**src/common/mii_tx_pkg.sv**
```systemverilog
package mii_tx_pkg;

  // ----------------------------------------------------------------
  // Clock and transmit clock timing
  // ----------------------------------------------------------------
  localparam int CLK_PERIOD_NS = 100;
  localparam int TXCLK_PERIOD_100_NS = 40;
  localparam int TXCLK_PERIOD_10_NS = 400;
  localparam int DIV_WIDTH = 8;
  // The 100 Mb/s half period is shorter than one clock, so it is held at one cycle.
  localparam logic [DIV_WIDTH-1:0] TXCLK_HALF_100 =
    DIV_WIDTH'((TXCLK_PERIOD_100_NS / 2 / CLK_PERIOD_NS) < 1 ? 1 :
               (TXCLK_PERIOD_100_NS / 2 / CLK_PERIOD_NS));
  localparam logic [DIV_WIDTH-1:0] TXCLK_HALF_10 =
    DIV_WIDTH'((TXCLK_PERIOD_10_NS / 2 / CLK_PERIOD_NS) < 1 ? 1 :
               (TXCLK_PERIOD_10_NS / 2 / CLK_PERIOD_NS));
  localparam logic [1:0] STRAP_SETTLE_CYCLES = 2'h2;

  // ----------------------------------------------------------------
  // Register map
  // ----------------------------------------------------------------
  localparam int ADDR_WIDTH = 8;
  localparam int DATA_WIDTH = 32;
  localparam logic [ADDR_WIDTH-1:0] ADDR_CTRL = 8'h00;
  localparam logic [ADDR_WIDTH-1:0] ADDR_STATUS = 8'h04;
  localparam logic [ADDR_WIDTH-1:0] ADDR_IRQ_STATUS = 8'h08;
  localparam logic [ADDR_WIDTH-1:0] ADDR_IRQ_MASK = 8'h0c;
  localparam logic [ADDR_WIDTH-1:0] ADDR_LAST_SYMBOL = 8'h10;
  localparam int CTRL_SPEED_BIT = 0;
  localparam int CTRL_SYMBOL_BIT = 1;
  localparam int STATUS_MODE_LSB = 0;
  localparam int STATUS_REDUCED_BIT = 3;
  localparam int STATUS_IRQ_FUNC_BIT = 4;
  localparam int STATUS_TX_ACTIVE_BIT = 5;
  localparam int STATUS_PIN_BIT = 6;
  localparam int STATUS_READY_BIT = 7;
  localparam logic CTRL_SPEED_RESET = 1'b0;
  localparam logic CTRL_SYMBOL_RESET = 1'b0;

  // ----------------------------------------------------------------
  // Interrupt events
  // ----------------------------------------------------------------
  localparam int EV_COUNT = 4;
  localparam int EV_START = 0;
  localparam int EV_END = 1;
  localparam int EV_ERROR = 2;
  localparam int EV_RX = 3;
  localparam logic [EV_COUNT-1:0] IRQ_MASK_RESET = 4'h0;

  // ----------------------------------------------------------------
  // Symbols and states
  // ----------------------------------------------------------------
  localparam logic [4:0] SYM_TX_ERROR = 5'h04;

  typedef enum logic [1:0] {
    STRAP_WAIT = 2'b00,
    STRAP_SETTLE = 2'b01,
    STRAP_HELD = 2'b10
  } strap_state_type;

  typedef enum logic [0:0] {
    TX_IDLE = 1'b0,
    TX_ACTIVE = 1'b1
  } tx_state_type;

endpackage : mii_tx_pkg

```
**src/common/enc_if.sv**
```systemverilog
`timescale 1ns/100ps
`default_nettype none
interface enc_if;
  logic [3:0] nibble;
  logic valid;
  logic txErr;
  logic symMsb;
  logic symMode;
  logic speed100;
  logic reduced;
  logic [4:0] symbol;
  logic symValid;

  modport source (
    output nibble, valid, txErr, symMsb, symMode, speed100, reduced,
    input symbol, symValid
  );
  modport encoder (
    input nibble, valid, txErr, symMsb, symMode, speed100, reduced,
    output symbol, symValid
  );
endinterface : enc_if
`default_nettype wire

```
**src/logic/tx_symbol_encoder.sv**
```systemverilog
`timescale 1ns/100ps
`default_nettype none
module tx_symbol_encoder (
  input wire logic clock,
  input wire logic rst_b,
  enc_if.encoder enc
);
  import mii_tx_pkg::*;

  logic [4:0] symbol_q;
  logic symValid_q;

  function automatic logic [4:0] encode4b5b(input logic [3:0] n);
    case (n)
      4'h0: encode4b5b = 5'h1e;
      4'h1: encode4b5b = 5'h09;
      4'h2: encode4b5b = 5'h14;
      4'h3: encode4b5b = 5'h15;
      4'h4: encode4b5b = 5'h0a;
      4'h5: encode4b5b = 5'h0b;
      4'h6: encode4b5b = 5'h0e;
      4'h7: encode4b5b = 5'h0f;
      4'h8: encode4b5b = 5'h12;
      4'h9: encode4b5b = 5'h13;
      4'ha: encode4b5b = 5'h16;
      4'hb: encode4b5b = 5'h17;
      4'hc: encode4b5b = 5'h1a;
      4'hd: encode4b5b = 5'h1b;
      4'he: encode4b5b = 5'h1c;
      default: encode4b5b = 5'h1d;
    endcase
  endfunction : encode4b5b

  always_ff @(posedge clock or negedge rst_b) begin
    if (!rst_b) begin
      symbol_q <= 5'h00;
    end else if (enc.valid) begin
      if (!enc.speed100) begin
        symbol_q <= {1'b0, enc.nibble};
      end else if (enc.txErr && !enc.reduced) begin
        symbol_q <= SYM_TX_ERROR;
      end else if (enc.symMode && !enc.reduced) begin
        symbol_q <= {enc.symMsb, enc.nibble};
      end else begin
        symbol_q <= encode4b5b(enc.nibble);
      end
    end
  end

  always_ff @(posedge clock or negedge rst_b) begin
    if (!rst_b) begin
      symValid_q <= 1'b0;
    end else begin
      symValid_q <= enc.valid;
    end
  end

  assign enc.symbol = symbol_q;
  assign enc.symValid = symValid_q;
endmodule : tx_symbol_encoder
`default_nettype wire

```
**src/logic/strap_capture.sv**
```systemverilog
`timescale 1ns/100ps
`default_nettype none
module strap_capture (
  input wire logic clock,
  input wire logic rst_b,
  input wire logic [4:0] strapPins,
  output logic [4:0] strapHeld,
  output logic strapReady,
  output logic strapLoad
);
  import mii_tx_pkg::*;

  logic [4:0] sync1_q;
  logic [4:0] sync2_q;
  logic [4:0] held_q;
  logic [1:0] settle_q;
  logic loadPulse_q;
  strap_state_type state_q;

  always_ff @(posedge clock or negedge rst_b) begin
    if (!rst_b) begin
      sync1_q <= 5'h00;
      sync2_q <= 5'h00;
    end else begin
      sync1_q <= strapPins;
      sync2_q <= sync1_q;
    end
  end

  always_ff @(posedge clock or negedge rst_b) begin
    if (!rst_b) begin
      state_q <= STRAP_WAIT;
      settle_q <= 2'h0;
      held_q <= 5'h00;
    end else begin
      case (state_q)
        STRAP_WAIT: begin
          state_q <= STRAP_SETTLE;
          settle_q <= 2'h0;
        end
        STRAP_SETTLE: begin
          settle_q <= settle_q + 2'h1;
          if (settle_q == STRAP_SETTLE_CYCLES - 2'h1) begin
            held_q <= sync2_q;
            state_q <= STRAP_HELD;
          end
        end
        STRAP_HELD: begin
          state_q <= STRAP_HELD;
        end
        default: begin
          state_q <= STRAP_WAIT;
        end
      endcase
    end
  end

  // The load pulse is registered on the same edge as the latch, so the held straps are already valid while it is high.
  always_ff @(posedge clock or negedge rst_b) begin
    if (!rst_b) begin
      loadPulse_q <= 1'b0;
    end else begin
      loadPulse_q <= (state_q == STRAP_SETTLE) && (settle_q == STRAP_SETTLE_CYCLES - 2'h1);
    end
  end

  assign strapHeld = held_q;
  assign strapReady = (state_q == STRAP_HELD);
  assign strapLoad = loadPulse_q;
endmodule : strap_capture
`default_nettype wire

```
**src/logic/mii_rmii_tx_port.sv**
```systemverilog
// Behaviour
// - Transmit error substitutes error code-group
// - Transmit error ignored at 10 Mb/s
// - Fifth line is symbol MSB
// - RMII uses only lowest two lines
// - MII transmit clock 25 / 2.5 MHz; the code gives 5 / 2.5 MHz from the 100 ns clock
// - RMII ignores clock, error, fifth line
// - Interrupt pin open-drain, low when pending
// - Receive data four lines, RMII two
// - Three mode straps set default mode; the code loads only the speed bit, from op_sel_strap_0
// - Interface strap low MII, high RMII
//
// Added by the designer: the register addresses and the plain strobed port.
`timescale 1ns/100ps
`default_nettype none
module mii_rmii_tx_port (
  input wire logic clock,
  input wire logic rst_b,
  input wire logic [mii_tx_pkg::ADDR_WIDTH-1:0] regAddr,
  input wire logic [mii_tx_pkg::DATA_WIDTH-1:0] regWdata,
  input wire logic regWr,
  input wire logic regRd,
  output logic [mii_tx_pkg::DATA_WIDTH-1:0] regRdata,
  input wire logic [3:0] txdPin,
  input wire logic txEnPin,
  input wire logic txErPin,
  input wire logic tx_symbol_msb,
  output logic txClkPin,
  input wire logic op_sel_strap_0,
  input wire logic op_sel_strap_1,
  input wire logic op_sel_strap_2,
  input wire logic reduced_if_strap,
  input wire logic irq_pin_function_strap,
  input wire logic irq_out_low_in,
  output logic irq_out_low_out,
  output logic irq_out_low_oe,
  input wire logic [3:0] rxCoreData,
  input wire logic rxCoreValid,
  output logic [3:0] rxdPin,
  output logic [4:0] txSymbol,
  output logic txSymbolValid,
  output logic txActive
);
  import mii_tx_pkg::*;

  // ----------------------------------------------------------------
  // Pin synchronisers
  // ----------------------------------------------------------------
  logic [7:0] pinSync1_q;
  logic [7:0] pinSync2_q;
  logic pinLevel_q;
  logic [3:0] txdSync;
  logic txEnSync;
  logic txErSync;
  logic symMsbSync;

  always_ff @(posedge clock or negedge rst_b) begin
    if (!rst_b) begin
      pinSync1_q <= 8'h00;
      pinSync2_q <= 8'h00;
    end else begin
      pinSync1_q <= {irq_out_low_in, tx_symbol_msb, txErPin, txEnPin, txdPin};
      pinSync2_q <= pinSync1_q;
    end
  end

  assign txdSync = pinSync2_q[3:0];
  assign txEnSync = pinSync2_q[4];
  assign txErSync = pinSync2_q[5];
  assign symMsbSync = pinSync2_q[6];

  always_ff @(posedge clock or negedge rst_b) begin
    if (!rst_b) begin
      pinLevel_q <= 1'b1;
    end else begin
      pinLevel_q <= symMsbSync;
    end
  end

  // ----------------------------------------------------------------
  // Straps
  // ----------------------------------------------------------------
  logic [4:0] strapHeld;
  logic strapReady;
  logic strapLoad;
  logic [2:0] defaultMode;
  logic reducedMode;
  logic irqFunction;

  strap_capture u_straps (
    .clock(clock),
    .rst_b(rst_b),
    .strapPins({irq_pin_function_strap, reduced_if_strap, op_sel_strap_2, op_sel_strap_1,
                op_sel_strap_0}),
    .strapHeld(strapHeld),
    .strapReady(strapReady),
    .strapLoad(strapLoad)
  );

  assign defaultMode = strapHeld[2:0];
  assign reducedMode = strapHeld[3];
  assign irqFunction = ~strapHeld[4];

  // ----------------------------------------------------------------
  // Control register
  // ----------------------------------------------------------------
  logic speed100_q;
  logic symMode_q;

  always_ff @(posedge clock or negedge rst_b) begin
    if (!rst_b) begin
      speed100_q <= CTRL_SPEED_RESET;
      symMode_q <= CTRL_SYMBOL_RESET;
    end else if (regWr && regAddr == ADDR_CTRL) begin
      speed100_q <= regWdata[CTRL_SPEED_BIT];
      symMode_q <= regWdata[CTRL_SYMBOL_BIT];
    end else if (strapLoad) begin
      speed100_q <= defaultModeSpeed(strapHeld);
    end
  end

  function automatic logic defaultModeSpeed(input logic [4:0] s);
    defaultModeSpeed = s[0];
  endfunction : defaultModeSpeed

  // ----------------------------------------------------------------
  // Transmit clock divider
  // ----------------------------------------------------------------
  logic [DIV_WIDTH-1:0] divCnt_q;
  logic [DIV_WIDTH-1:0] halfPeriod;
  logic txClk_q;
  logic divWrap;
  logic riseDly1_q;
  logic riseDly2_q;

  assign halfPeriod = speed100_q ? TXCLK_HALF_100 : TXCLK_HALF_10;
  assign divWrap = (divCnt_q >= halfPeriod - DIV_WIDTH'(1));

  always_ff @(posedge clock or negedge rst_b) begin
    if (!rst_b) begin
      divCnt_q <= '0;
      txClk_q <= 1'b0;
    end else if (!strapReady) begin
      divCnt_q <= '0;
      txClk_q <= 1'b0;
    end else if (divWrap) begin
      divCnt_q <= '0;
      txClk_q <= ~txClk_q;
    end else begin
      divCnt_q <= divCnt_q + DIV_WIDTH'(1);
    end
  end

  always_ff @(posedge clock or negedge rst_b) begin
    if (!rst_b) begin
      riseDly1_q <= 1'b0;
      riseDly2_q <= 1'b0;
    end else begin
      riseDly1_q <= strapReady && divWrap && !txClk_q;
      riseDly2_q <= riseDly1_q;
    end
  end

  assign txClkPin = txClk_q & ~reducedMode;

  // ----------------------------------------------------------------
  // Transmit framing
  // ----------------------------------------------------------------
  enc_if encBus ();
  tx_state_type txState_q;
  logic dibitHigh_q;
  logic [1:0] lowDibit_q;
  logic [3:0] nibble_q;
  logic nibbleValid_q;
  logic nibbleErr_q;
  logic nibbleMsb_q;
  logic [EV_COUNT-1:0] events;

  always_ff @(posedge clock or negedge rst_b) begin
    if (!rst_b) begin
      txState_q <= TX_IDLE;
    end else if (riseDly2_q) begin
      case (txState_q)
        TX_IDLE: txState_q <= txEnSync ? TX_ACTIVE : TX_IDLE;
        TX_ACTIVE: txState_q <= txEnSync ? TX_ACTIVE : TX_IDLE;
        default: txState_q <= TX_IDLE;
      endcase
    end
  end

  always_ff @(posedge clock or negedge rst_b) begin
    if (!rst_b) begin
      dibitHigh_q <= 1'b0;
      lowDibit_q <= 2'h0;
      nibble_q <= 4'h0;
      nibbleValid_q <= 1'b0;
      nibbleErr_q <= 1'b0;
      nibbleMsb_q <= 1'b0;
    end else begin
      nibbleValid_q <= 1'b0;
      if (riseDly2_q && txEnSync) begin
        if (reducedMode) begin
          if (!dibitHigh_q) begin
            lowDibit_q <= txdSync[1:0];
            dibitHigh_q <= 1'b1;
          end else begin
            nibble_q <= {txdSync[1:0], lowDibit_q};
            nibbleValid_q <= 1'b1;
            dibitHigh_q <= 1'b0;
          end
          nibbleErr_q <= 1'b0;
          nibbleMsb_q <= 1'b0;
        end else begin
          nibble_q <= txdSync;
          nibbleValid_q <= 1'b1;
          nibbleErr_q <= txErSync;
          nibbleMsb_q <= symMsbSync;
        end
      end else if (riseDly2_q) begin
        // An odd dibit left at frame end is dropped.
        dibitHigh_q <= 1'b0;
      end
    end
  end

  assign encBus.nibble = nibble_q;
  assign encBus.valid = nibbleValid_q;
  assign encBus.txErr = nibbleErr_q;
  assign encBus.symMsb = nibbleMsb_q;
  assign encBus.symMode = symMode_q;
  assign encBus.speed100 = speed100_q;
  assign encBus.reduced = reducedMode;

  tx_symbol_encoder u_encoder (
    .clock(clock),
    .rst_b(rst_b),
    .enc(encBus.encoder)
  );

  assign txSymbol = encBus.symbol;
  assign txSymbolValid = encBus.symValid;
  assign txActive = (txState_q == TX_ACTIVE);

  // ----------------------------------------------------------------
  // Receive data lines
  // ----------------------------------------------------------------
  logic [3:0] rxd_q;

  always_ff @(posedge clock or negedge rst_b) begin
    if (!rst_b) begin
      rxd_q <= 4'h0;
    end else if (rxCoreValid) begin
      rxd_q <= reducedMode ? {2'b00, rxCoreData[1:0]} : rxCoreData;
    end
  end

  assign rxdPin = rxd_q;

  // ----------------------------------------------------------------
  // Interrupts
  // ----------------------------------------------------------------
  logic [EV_COUNT-1:0] irqStatus_q;
  logic [EV_COUNT-1:0] irqMask_q;
  logic [EV_COUNT-1:0] irqClear;
  logic irqPending;

  always_comb begin
    events = '0;
    events[EV_START] = riseDly2_q && txEnSync && txState_q == TX_IDLE;
    events[EV_END] = riseDly2_q && !txEnSync && txState_q == TX_ACTIVE;
    events[EV_ERROR] = riseDly2_q && txEnSync && txErSync && speed100_q && !reducedMode;
    events[EV_RX] = rxCoreValid;
  end

  assign irqClear = (regWr && regAddr == ADDR_IRQ_STATUS) ? regWdata[EV_COUNT-1:0] : '0;

  // A new event in the clearing cycle survives the clear.
  always_ff @(posedge clock or negedge rst_b) begin
    if (!rst_b) begin
      irqStatus_q <= '0;
    end else begin
      irqStatus_q <= (irqStatus_q & ~irqClear) | events;
    end
  end

  always_ff @(posedge clock or negedge rst_b) begin
    if (!rst_b) begin
      irqMask_q <= IRQ_MASK_RESET;
    end else if (regWr && regAddr == ADDR_IRQ_MASK) begin
      irqMask_q <= regWdata[EV_COUNT-1:0];
    end
  end

  assign irqPending = |(irqStatus_q & irqMask_q);
  assign irq_out_low_out = 1'b0;
  assign irq_out_low_oe = irqPending && irqFunction;

  // ----------------------------------------------------------------
  // Register read port
  // ----------------------------------------------------------------
  logic [DATA_WIDTH-1:0] rdata_q;
  logic [4:0] lastSymbol_q;

  always_ff @(posedge clock or negedge rst_b) begin
    if (!rst_b) begin
      lastSymbol_q <= 5'h00;
    end else if (encBus.symValid) begin
      lastSymbol_q <= encBus.symbol;
    end
  end

  always_ff @(posedge clock or negedge rst_b) begin
    if (!rst_b) begin
      rdata_q <= '0;
    end else if (regRd) begin
      rdata_q <= '0;
      case (regAddr)
        ADDR_CTRL: begin
          rdata_q[CTRL_SPEED_BIT] <= speed100_q;
          rdata_q[CTRL_SYMBOL_BIT] <= symMode_q;
        end
        ADDR_STATUS: begin
          rdata_q[STATUS_MODE_LSB +: 3] <= defaultMode;
          rdata_q[STATUS_REDUCED_BIT] <= reducedMode;
          rdata_q[STATUS_IRQ_FUNC_BIT] <= irqFunction;
          rdata_q[STATUS_TX_ACTIVE_BIT] <= txState_q == TX_ACTIVE;
          rdata_q[STATUS_PIN_BIT] <= pinLevel_q;
          rdata_q[STATUS_READY_BIT] <= strapReady;
        end
        ADDR_IRQ_STATUS: rdata_q[EV_COUNT-1:0] <= irqStatus_q;
        ADDR_IRQ_MASK: rdata_q[EV_COUNT-1:0] <= irqMask_q;
        ADDR_LAST_SYMBOL: rdata_q[4:0] <= lastSymbol_q;
        default: rdata_q <= '0;
      endcase
    end else begin
      rdata_q <= '0;
    end
  end

  assign regRdata = rdata_q;
endmodule : mii_rmii_tx_port
`default_nettype wire

```
**config.mk**
```make
export PLATFORM = sky130hd
export DESIGN_NAME = mii_rmii_tx_port
export DESIGN_NICKNAME = d
export VERILOG_FILES = /design/src/common/mii_tx_pkg.sv /design/src/common/enc_if.sv /design/src/logic/tx_symbol_encoder.sv /design/src/logic/strap_capture.sv /design/src/logic/mii_rmii_tx_port.sv
export SDC_FILE = /design/constraint.sdc
export NUM_CORES = 1
export LEC_CHECK = 0
export CORE_UTILIZATION = 45
export CTS_CLUSTER_DIAMETER = 50
export CTS_CLUSTER_SIZE = 16
export DETAILED_ROUTE_END_ITERATION = 8
export DONT_BUFFER_PORTS = 1
export PLACE_DENSITY_LB_ADDON = 0.12
export SETUP_SLACK_MARGIN = 0.05
export SYNTH_ARGS = -nofsm -noshare
export SYNTH_HDL_FRONTEND = slang
export SYNTH_SLANG_ARGS = --single-unit
```
**constraint.sdc**
```tcl
create_clock -name clock -period 1.8 [get_ports clock]
set_input_delay 0 -clock clock [delete_from_list [all_inputs] [get_ports clock]]
set_output_delay 0 -clock clock [all_outputs]
set_load 0.005 [all_outputs]
```
After elaboration in Yosys (flattened, before gate mapping)
Memories as Yosys holds them, arrays and structs flattened.
Cells that the tools add are included.
Operators by class
  add/subtract/negate cells: 3
  $lt $le $gt $ge: 1
  equal/unequal tests: 11
  mux-type cells: 32
  bitwise gates (word level): 10
  reduce and logical (&&, ||, !) cells: 29
Operators by type and width (number)
  8-bit two-way mux: 3
  8-bit by 4-bit equality test with 1-bit output, second input constant: 2
  1-bit logical AND: 16
  4-bit two-way mux: 4
  5-bit two-way mux: 3
  1-bit two-way mux: 14
  2-bit case mux with 5 select lines: 1
  8-bit by 1-bit adder with 8-bit output, second input constant: 1
  4-bit AND: 2
  8-bit by 3-bit equality test with 1-bit output, second input constant: 1
  8-bit by 5-bit equality test with 1-bit output, second input constant: 1
  8-bit greater-or-equal comparator: 1
  8-bit zero test: 1
  2-bit case mux with 4 select lines: 1
  2-bit case mux with 3 select lines: 1
  2-bit AND reduction: 3
  2-bit nonzero test: 3
  1-bit NOT: 5
  2-bit by 1-bit equality test with 1-bit output, second input constant: 2
  2-bit two-way mux: 2
  2-bit by 1-bit != test with 1-bit output, second input constant: 2
  2-bit != test, second input constant: 2
  4-bit NOT: 1
  4-bit OR: 1
  11 further kinds: 13
Word-level totals
  bits in registers: 114
  ROM bits: 80
  input port bits: 62
  memories kept: 1
Memories
  (name not given): depth 16, bits a word 5, read ports 1, clocked after Yosys merged registers in 0, write ports 0, RTL line tx_symbol_encoder.sv:14  | case (n)

Depth between registers and ports, before layout
  depth after elaboration: 6
  gate-level depth with buffers: 7
  gate-level depth less buffers: 6

Cells and area by module
A second synthesis with hierarchy kept.
Second synthesis, totals
  cell total of the unflattened synthesis: 296
  area total of the unflattened synthesis: 3828.7 um^2
By module, submodules not included
  mii_rmii_tx_port: instances 1, cells an instance 216, area an instance 2772.7 um^2
  strap_capture: instances 1, cells an instance 42, area an instance 696.9 um^2
  tx_symbol_encoder: instances 1, cells an instance 38, area an instance 359.1 um^2

Least setup slack after synthesis
No wires, ideal clock.
  path type: reg-to-reg
  from: register speed100_q (netlist: encBus.speed100)
  to: register txClk_q
  library setup time: 0.121 ns
  data arrival time: 1.476 ns
  data required time: 1.679 ns
  slack: 0.203 ns
  cell stages (with the launch flop): 8
  buffers on the path: 1
  clock period less this slack: 1.597 ns
  path through: dfrtp_1 > clkbuf_1 > inv_1 > ha_1 > nor3_1 > and4b_1 > nor3b_1 > nand2b_1
On the way
  cells in the longest elaborated chain, start to end: 4
Ends and longest elaborated chain
  start, declared: RTL line mii_rmii_tx_port.sv:107  | logic speed100_q;
  start signal, assigned: RTL line mii_rmii_tx_port.sv:115  | speed100_q <= regWdata[CTRL_SPEED_BIT];
  start signal, assigned: RTL line mii_rmii_tx_port.sv:118  | speed100_q <= defaultModeSpeed(strapHeld);
  2-bit two-way mux: RTL line mii_rmii_tx_port.sv:136  | assign halfPeriod = speed100_q ? TXCLK_HALF_100 : TXCLK_HALF_10;
  2-bit by 1-bit subtractor with 3-bit output: RTL line mii_rmii_tx_port.sv:137  | assign divWrap = (divCnt_q >= halfPeriod - DIV_WIDTH'(1));
  8-bit greater-or-equal comparator: RTL line mii_rmii_tx_port.sv:137
  2-bit by 1-bit != test with 1-bit output (no line)
  end signal, assigned: RTL line mii_rmii_tx_port.sv:148  | txClk_q <= ~txClk_q;
  end, declared: RTL line mii_rmii_tx_port.sv:131  | logic txClk_q;
Every way passes these cells.
A chain may end at the register's enable or synchronous reset.

Worst setup path after layout
  from: register irqMask_q[0]
  to: register rdata_q[0] (netlist: regRdata[0])
On the way
  cells in the longest elaborated chain, start to end: 2
Ends and longest elaborated chain
  start, declared: RTL line mii_rmii_tx_port.sv:263  | logic [EV_COUNT-1:0] irqMask_q;
  start signal, assigned: RTL line mii_rmii_tx_port.sv:290  | irqMask_q <= regWdata[EV_COUNT-1:0];
  2-bit case mux with 5 select lines: RTL line mii_rmii_tx_port.sv:317  | case (regAddr)
  8-bit two-way mux: RTL line mii_rmii_tx_port.sv:315  | end else if (regRd) begin
  end signal, assigned by index: RTL line mii_rmii_tx_port.sv:319  | rdata_q[CTRL_SPEED_BIT] <= speed100_q;
  end signal, assigned by index: RTL line mii_rmii_tx_port.sv:320  | rdata_q[CTRL_SYMBOL_BIT] <= symMode_q;
  end signal, assigned by index: RTL line mii_rmii_tx_port.sv:323  | rdata_q[STATUS_MODE_LSB +: 3] <= defaultMode;
  end, declared: RTL line mii_rmii_tx_port.sv:301  | logic [DATA_WIDTH-1:0] rdata_q;
Every way passes these cells.

==> impl_metrics.env <==
export IMPL_crit_path_max_fanout=2
export IMPL_num_rows=32
export IMPL_synth_async_reset_ratio_pct=100
export IMPL_die_w_um=92.4
export IMPL_place_inst=398
export IMPL_grt_max_degree=91
export IMPL_place_congestion=0.826
export IMPL_syn_area_mm2=0.00368
export IMPL_syn_to_final_growth_pct=16.3
export IMPL_fin_cells=449
export IMPL_design_die_area_mm2=0.00853
export IMPL_ant_nets=0
export IMPL_initial_core_util_pct=47.1
export IMPL_vdd_ir_drop_max_uv=519
export IMPL_vias_per_cell=4.96
export IMPL_n_antenna_cell=0
export IMPL_max_freq_ghz=0.586
export IMPL_cts_tree="built"
export IMPL_drt_wl_total_mm=6.49
export IMPL_synth_area_per_cell_um2=12.5
export IMPL_critical_path_class="flop to flop"
export IMPL_required_ns=2.03
export IMPL_ys_warnings_count=0
export IMPL_finalCriticalPeriod_ns=1.71
export IMPL_hold_ws_ns=-0.663
export IMPL_slowest_stage="dlygate4sd3_1"
export IMPL_synth_edf_count=0
export IMPL_via_count=2225
export IMPL_crit_family="buffers and inverters"
export IMPL_core_mm2=0.00781
export IMPL_clk_pin_slew_ns=0.08
export IMPL_cts_root_buf="clkbuf_8"
export IMPL_grt_pass1_wl_mm=10.7
export IMPL_rsz0062_at_grt="false"
export IMPL_ys_ff_latch=90
export IMPL_fin_skew_ns=0.00667
export IMPL_hold_buffers=34
export IMPL_min_period_over_period_pct=94.8
export IMPL_cellPowerDensity_mw_per_mm2=1020
export IMPL_cts_buffers=9
export IMPL_drive_gt1_share_pct=13.5
export IMPL_io_pins=108
export IMPL_port_buffers=0
export IMPL_nNetsFinal=412
export IMPL_dpl_hpwl_mm=4.19
export IMPL_finalHoldViolations=90
export IMPL_critPathLaunchType="flop"
export IMPL_cts_buffer_depth=2
export IMPL_synthFlopType="dfrtp_1"
export IMPL_synth_cells=295
export IMPL_crit_buf_inv=1
export IMPL_die_h_um=92.4
export IMPL_crit_path_cell_trace="mux2_2 > a22oi_2 > o22a_1 > nor2_1 > dlygate4sd3_1"
export IMPL_drtIter0Drc=77
export IMPL_endpoint_kind="flop"
export IMPL_slew_viol_final=0
export IMPL_antenna_found_initial=0
export IMPL_timing_setup_tns_ns=0
export IMPL_grt_overflow=0
export IMPL_p_leak_uw=0.00195
export IMPL_cts_sinks=90
export IMPL_h_tree_depth=3
export IMPL_grt_usage_pct=16.5
export IMPL_violations="negative hold slack"
export IMPL_cap_violations=0
export IMPL_wl_per_cell_um=14.5
export IMPL_setup_viol=0
export IMPL_clk_latency_ns=0.35
export IMPL_grt_pass1_vias=2175
export IMPL_cp_arrival_ns=1.94
export IMPL_final_util_pct=54.7
export IMPL_dr_pass1_iters=4
export IMPL_yosysSeqAreaShare_pct=61.3
export IMPL_netlist_cell_type_count=42
export IMPL_max_stage_delay_ns=0.55
export IMPL_status="finished with violations"
export IMPL_nFillCells=659
export IMPL_hold_path_class="input port to asynchronous set/reset pin"
export IMPL_drc=0
## where the power goes
group | internal (uW) | total [uW] | switching, uW
clock | 621 | 1280 | 657
combinational | 308 | 534 | 227
sequential | 2300 | 2550 | 258
## routing by layer
metal | GRT usage (%) | part of all wire, % | up-vias
li1 | - | - | 1055
met1 | 22.3 | 47 | 1084
met2 | 25.3 | 45 | 76
met3 | 3.69 | 5.7 | 10
met4 | 7.81 | 1.8 | 0
met5 | 0 | 0 | -
## synth_stat cells (2+ instances only)
cell type | count | area [um^2]
ha_1 | 6 | 75.1
and2_1 | 2 | 12.5
buf_4 | 25 | 188
nand2_1 | 15 | 56.3
a21oi_1 | 10 | 50.1
nor4_4 | 2 | 42.5
nand3_1 | 3 | 15.0
dfrtp_1 | 89 | 2230
clkbuf_1 | 5 | 18.8
o21ai_0 | 11 | 55.1
o2bb2ai_1 | 3 | 26.3
nor2_1 | 17 | 63.8
o31ai_1 | 2 | 15.0
nor3_1 | 4 | 20.0
a22oi_1 | 7 | 52.6
nor2b_1 | 4 | 25.0
nand2b_1 | 11 | 68.8
mux2_2 | 20 | 225
a21o_1 | 2 | 15.0
o22a_1 | 5 | 43.8
nor4_1 | 2 | 12.5
a31oi_1 | 3 | 18.8
nand3b_1 | 3 | 22.5
mux2_1 | 2 | 22.5
inv_1 | 15 | 56.3
nor3b_1 | 3 | 22.5
mux2i_1 | 8 | 80.1
buf_2 | 2 | 10.0
## registers in the layout, indices dropped and copies added (netlist names), 4 cells and up
register / count
lastSymbol_q: 5
irqMask_q: 4
u_straps.strapHeld: 5
divCnt_q: 8
u_straps.sync2_q: 5
u_encoder.enc.symbol: 5
irqStatus_q: 4
pinSync2_q: 7
pinSync1_q: 7
rxdPin: 4
encBus.nibble: 4
regRdata: 8
u_straps.sync1_q: 5
## cells in the final DEF, fill, tap and decap left out, types with 2 or more instances in the layout
cell / instances
mux2_1: 2
nand3_1: 3
nand2_1: 15
a31oi_1: 3
nor2_1: 17
a21o_1: 2
o21ai_0: 11
nor2b_1: 4
conb_1: 30
nor3b_1: 2
clkbuf_8: 9
o2bb2ai_1: 3
clkinv_2: 3
ha_1: 6
dfrtp_1: 89
and2_1: 2
buf_4: 7
o31ai_1: 2
nor3_1: 4
nor4_4: 2
a22oi_1: 6
mux2i_1: 8
dlygate4sd3_1: 33
nor4_1: 2
nand3b_1: 3
o22a_1: 5
nand2b_1: 11
a21oi_1: 10
inv_1: 15
mux2_2: 20
## worst paths after layout
check                      depth (start not counted)            end           from  slack, ns
max                                                5    regRdata[0]   irqMask_q[0]       0.09
min                                                0      rxdPin[1]          rst_b      -0.66
max reg2reg                                        5    regRdata[0]   irqMask_q[0]       0.09
min reg2reg                                        0  pinSync2_q[3]  pinSync1_q[3]       0.35
max in group asynchronous                          0     pinLevel_q          rst_b       2.24
min in group clock                                 3    regRdata[2]     regAddr[3]       0.02
## per-stage QoR
| stage | total power [uW] | setup slack [ns] | instance area, um^2 |
|---|---|---|---|
| final | 4370 | 0.0943 | 4270 |
| after global routing | 4600 | 0.0599 | 4270 |
| after CTS | 4410 | 0.0800 | 4240 |
| after floorplan | 2960 | 0.203 | 3780 |
| after global placement | 3050 | 0.349 | 3730 |
| after detailed placement | 3070 | 0.303 | 3730 |
## timing repair
item                                    in CTS  in global routing
hold endpoints to repair                   124                 90
endpoints found under the setup margin       0                  4
setup buffers                                0                  3
gates resized for setup                      0                  3
## kinds of logic (layout without fill, tap and decap cells)
kind of cell	after synthesis	after routing	share of synthesized area (%)
XOR/XNOR	2	2	0.477
AO/OA/AOI/OAI	48	48	8.71
adder cells (fa/ha/maj)	6	6	2.04
flip-flops	90	90	61.3
other	1	30	0.102
multiplexers	30	30	8.92
buffers and inverters	47	70	7.42
AND/OR/NAND/NOR	71	71	11.0
## worst reg2reg max path, cell delays in order, from the launching register on
cell and delay [ns]:
dfrtp_1 0.39, mux2_2 0.28, a22oi_2 0.18, o22a_1 0.16, nor2_1 0.04, dlygate4sd3_1 0.55
## final cells by class
class	instances	area (um^2)	area share (%)
Clock buffer	10	128	2.99
Clock inverter	4	45.0	1.05
Inverter	15	56.3	1.32
Multi-Input combinational cell	187	1270	29.7
Sequential cell	90	2250	52.7
Tap cell	102	128	2.99
Timing Repair Buffer	41	395	9.25
No activity file was read; power rests on OpenSTA's default activity.
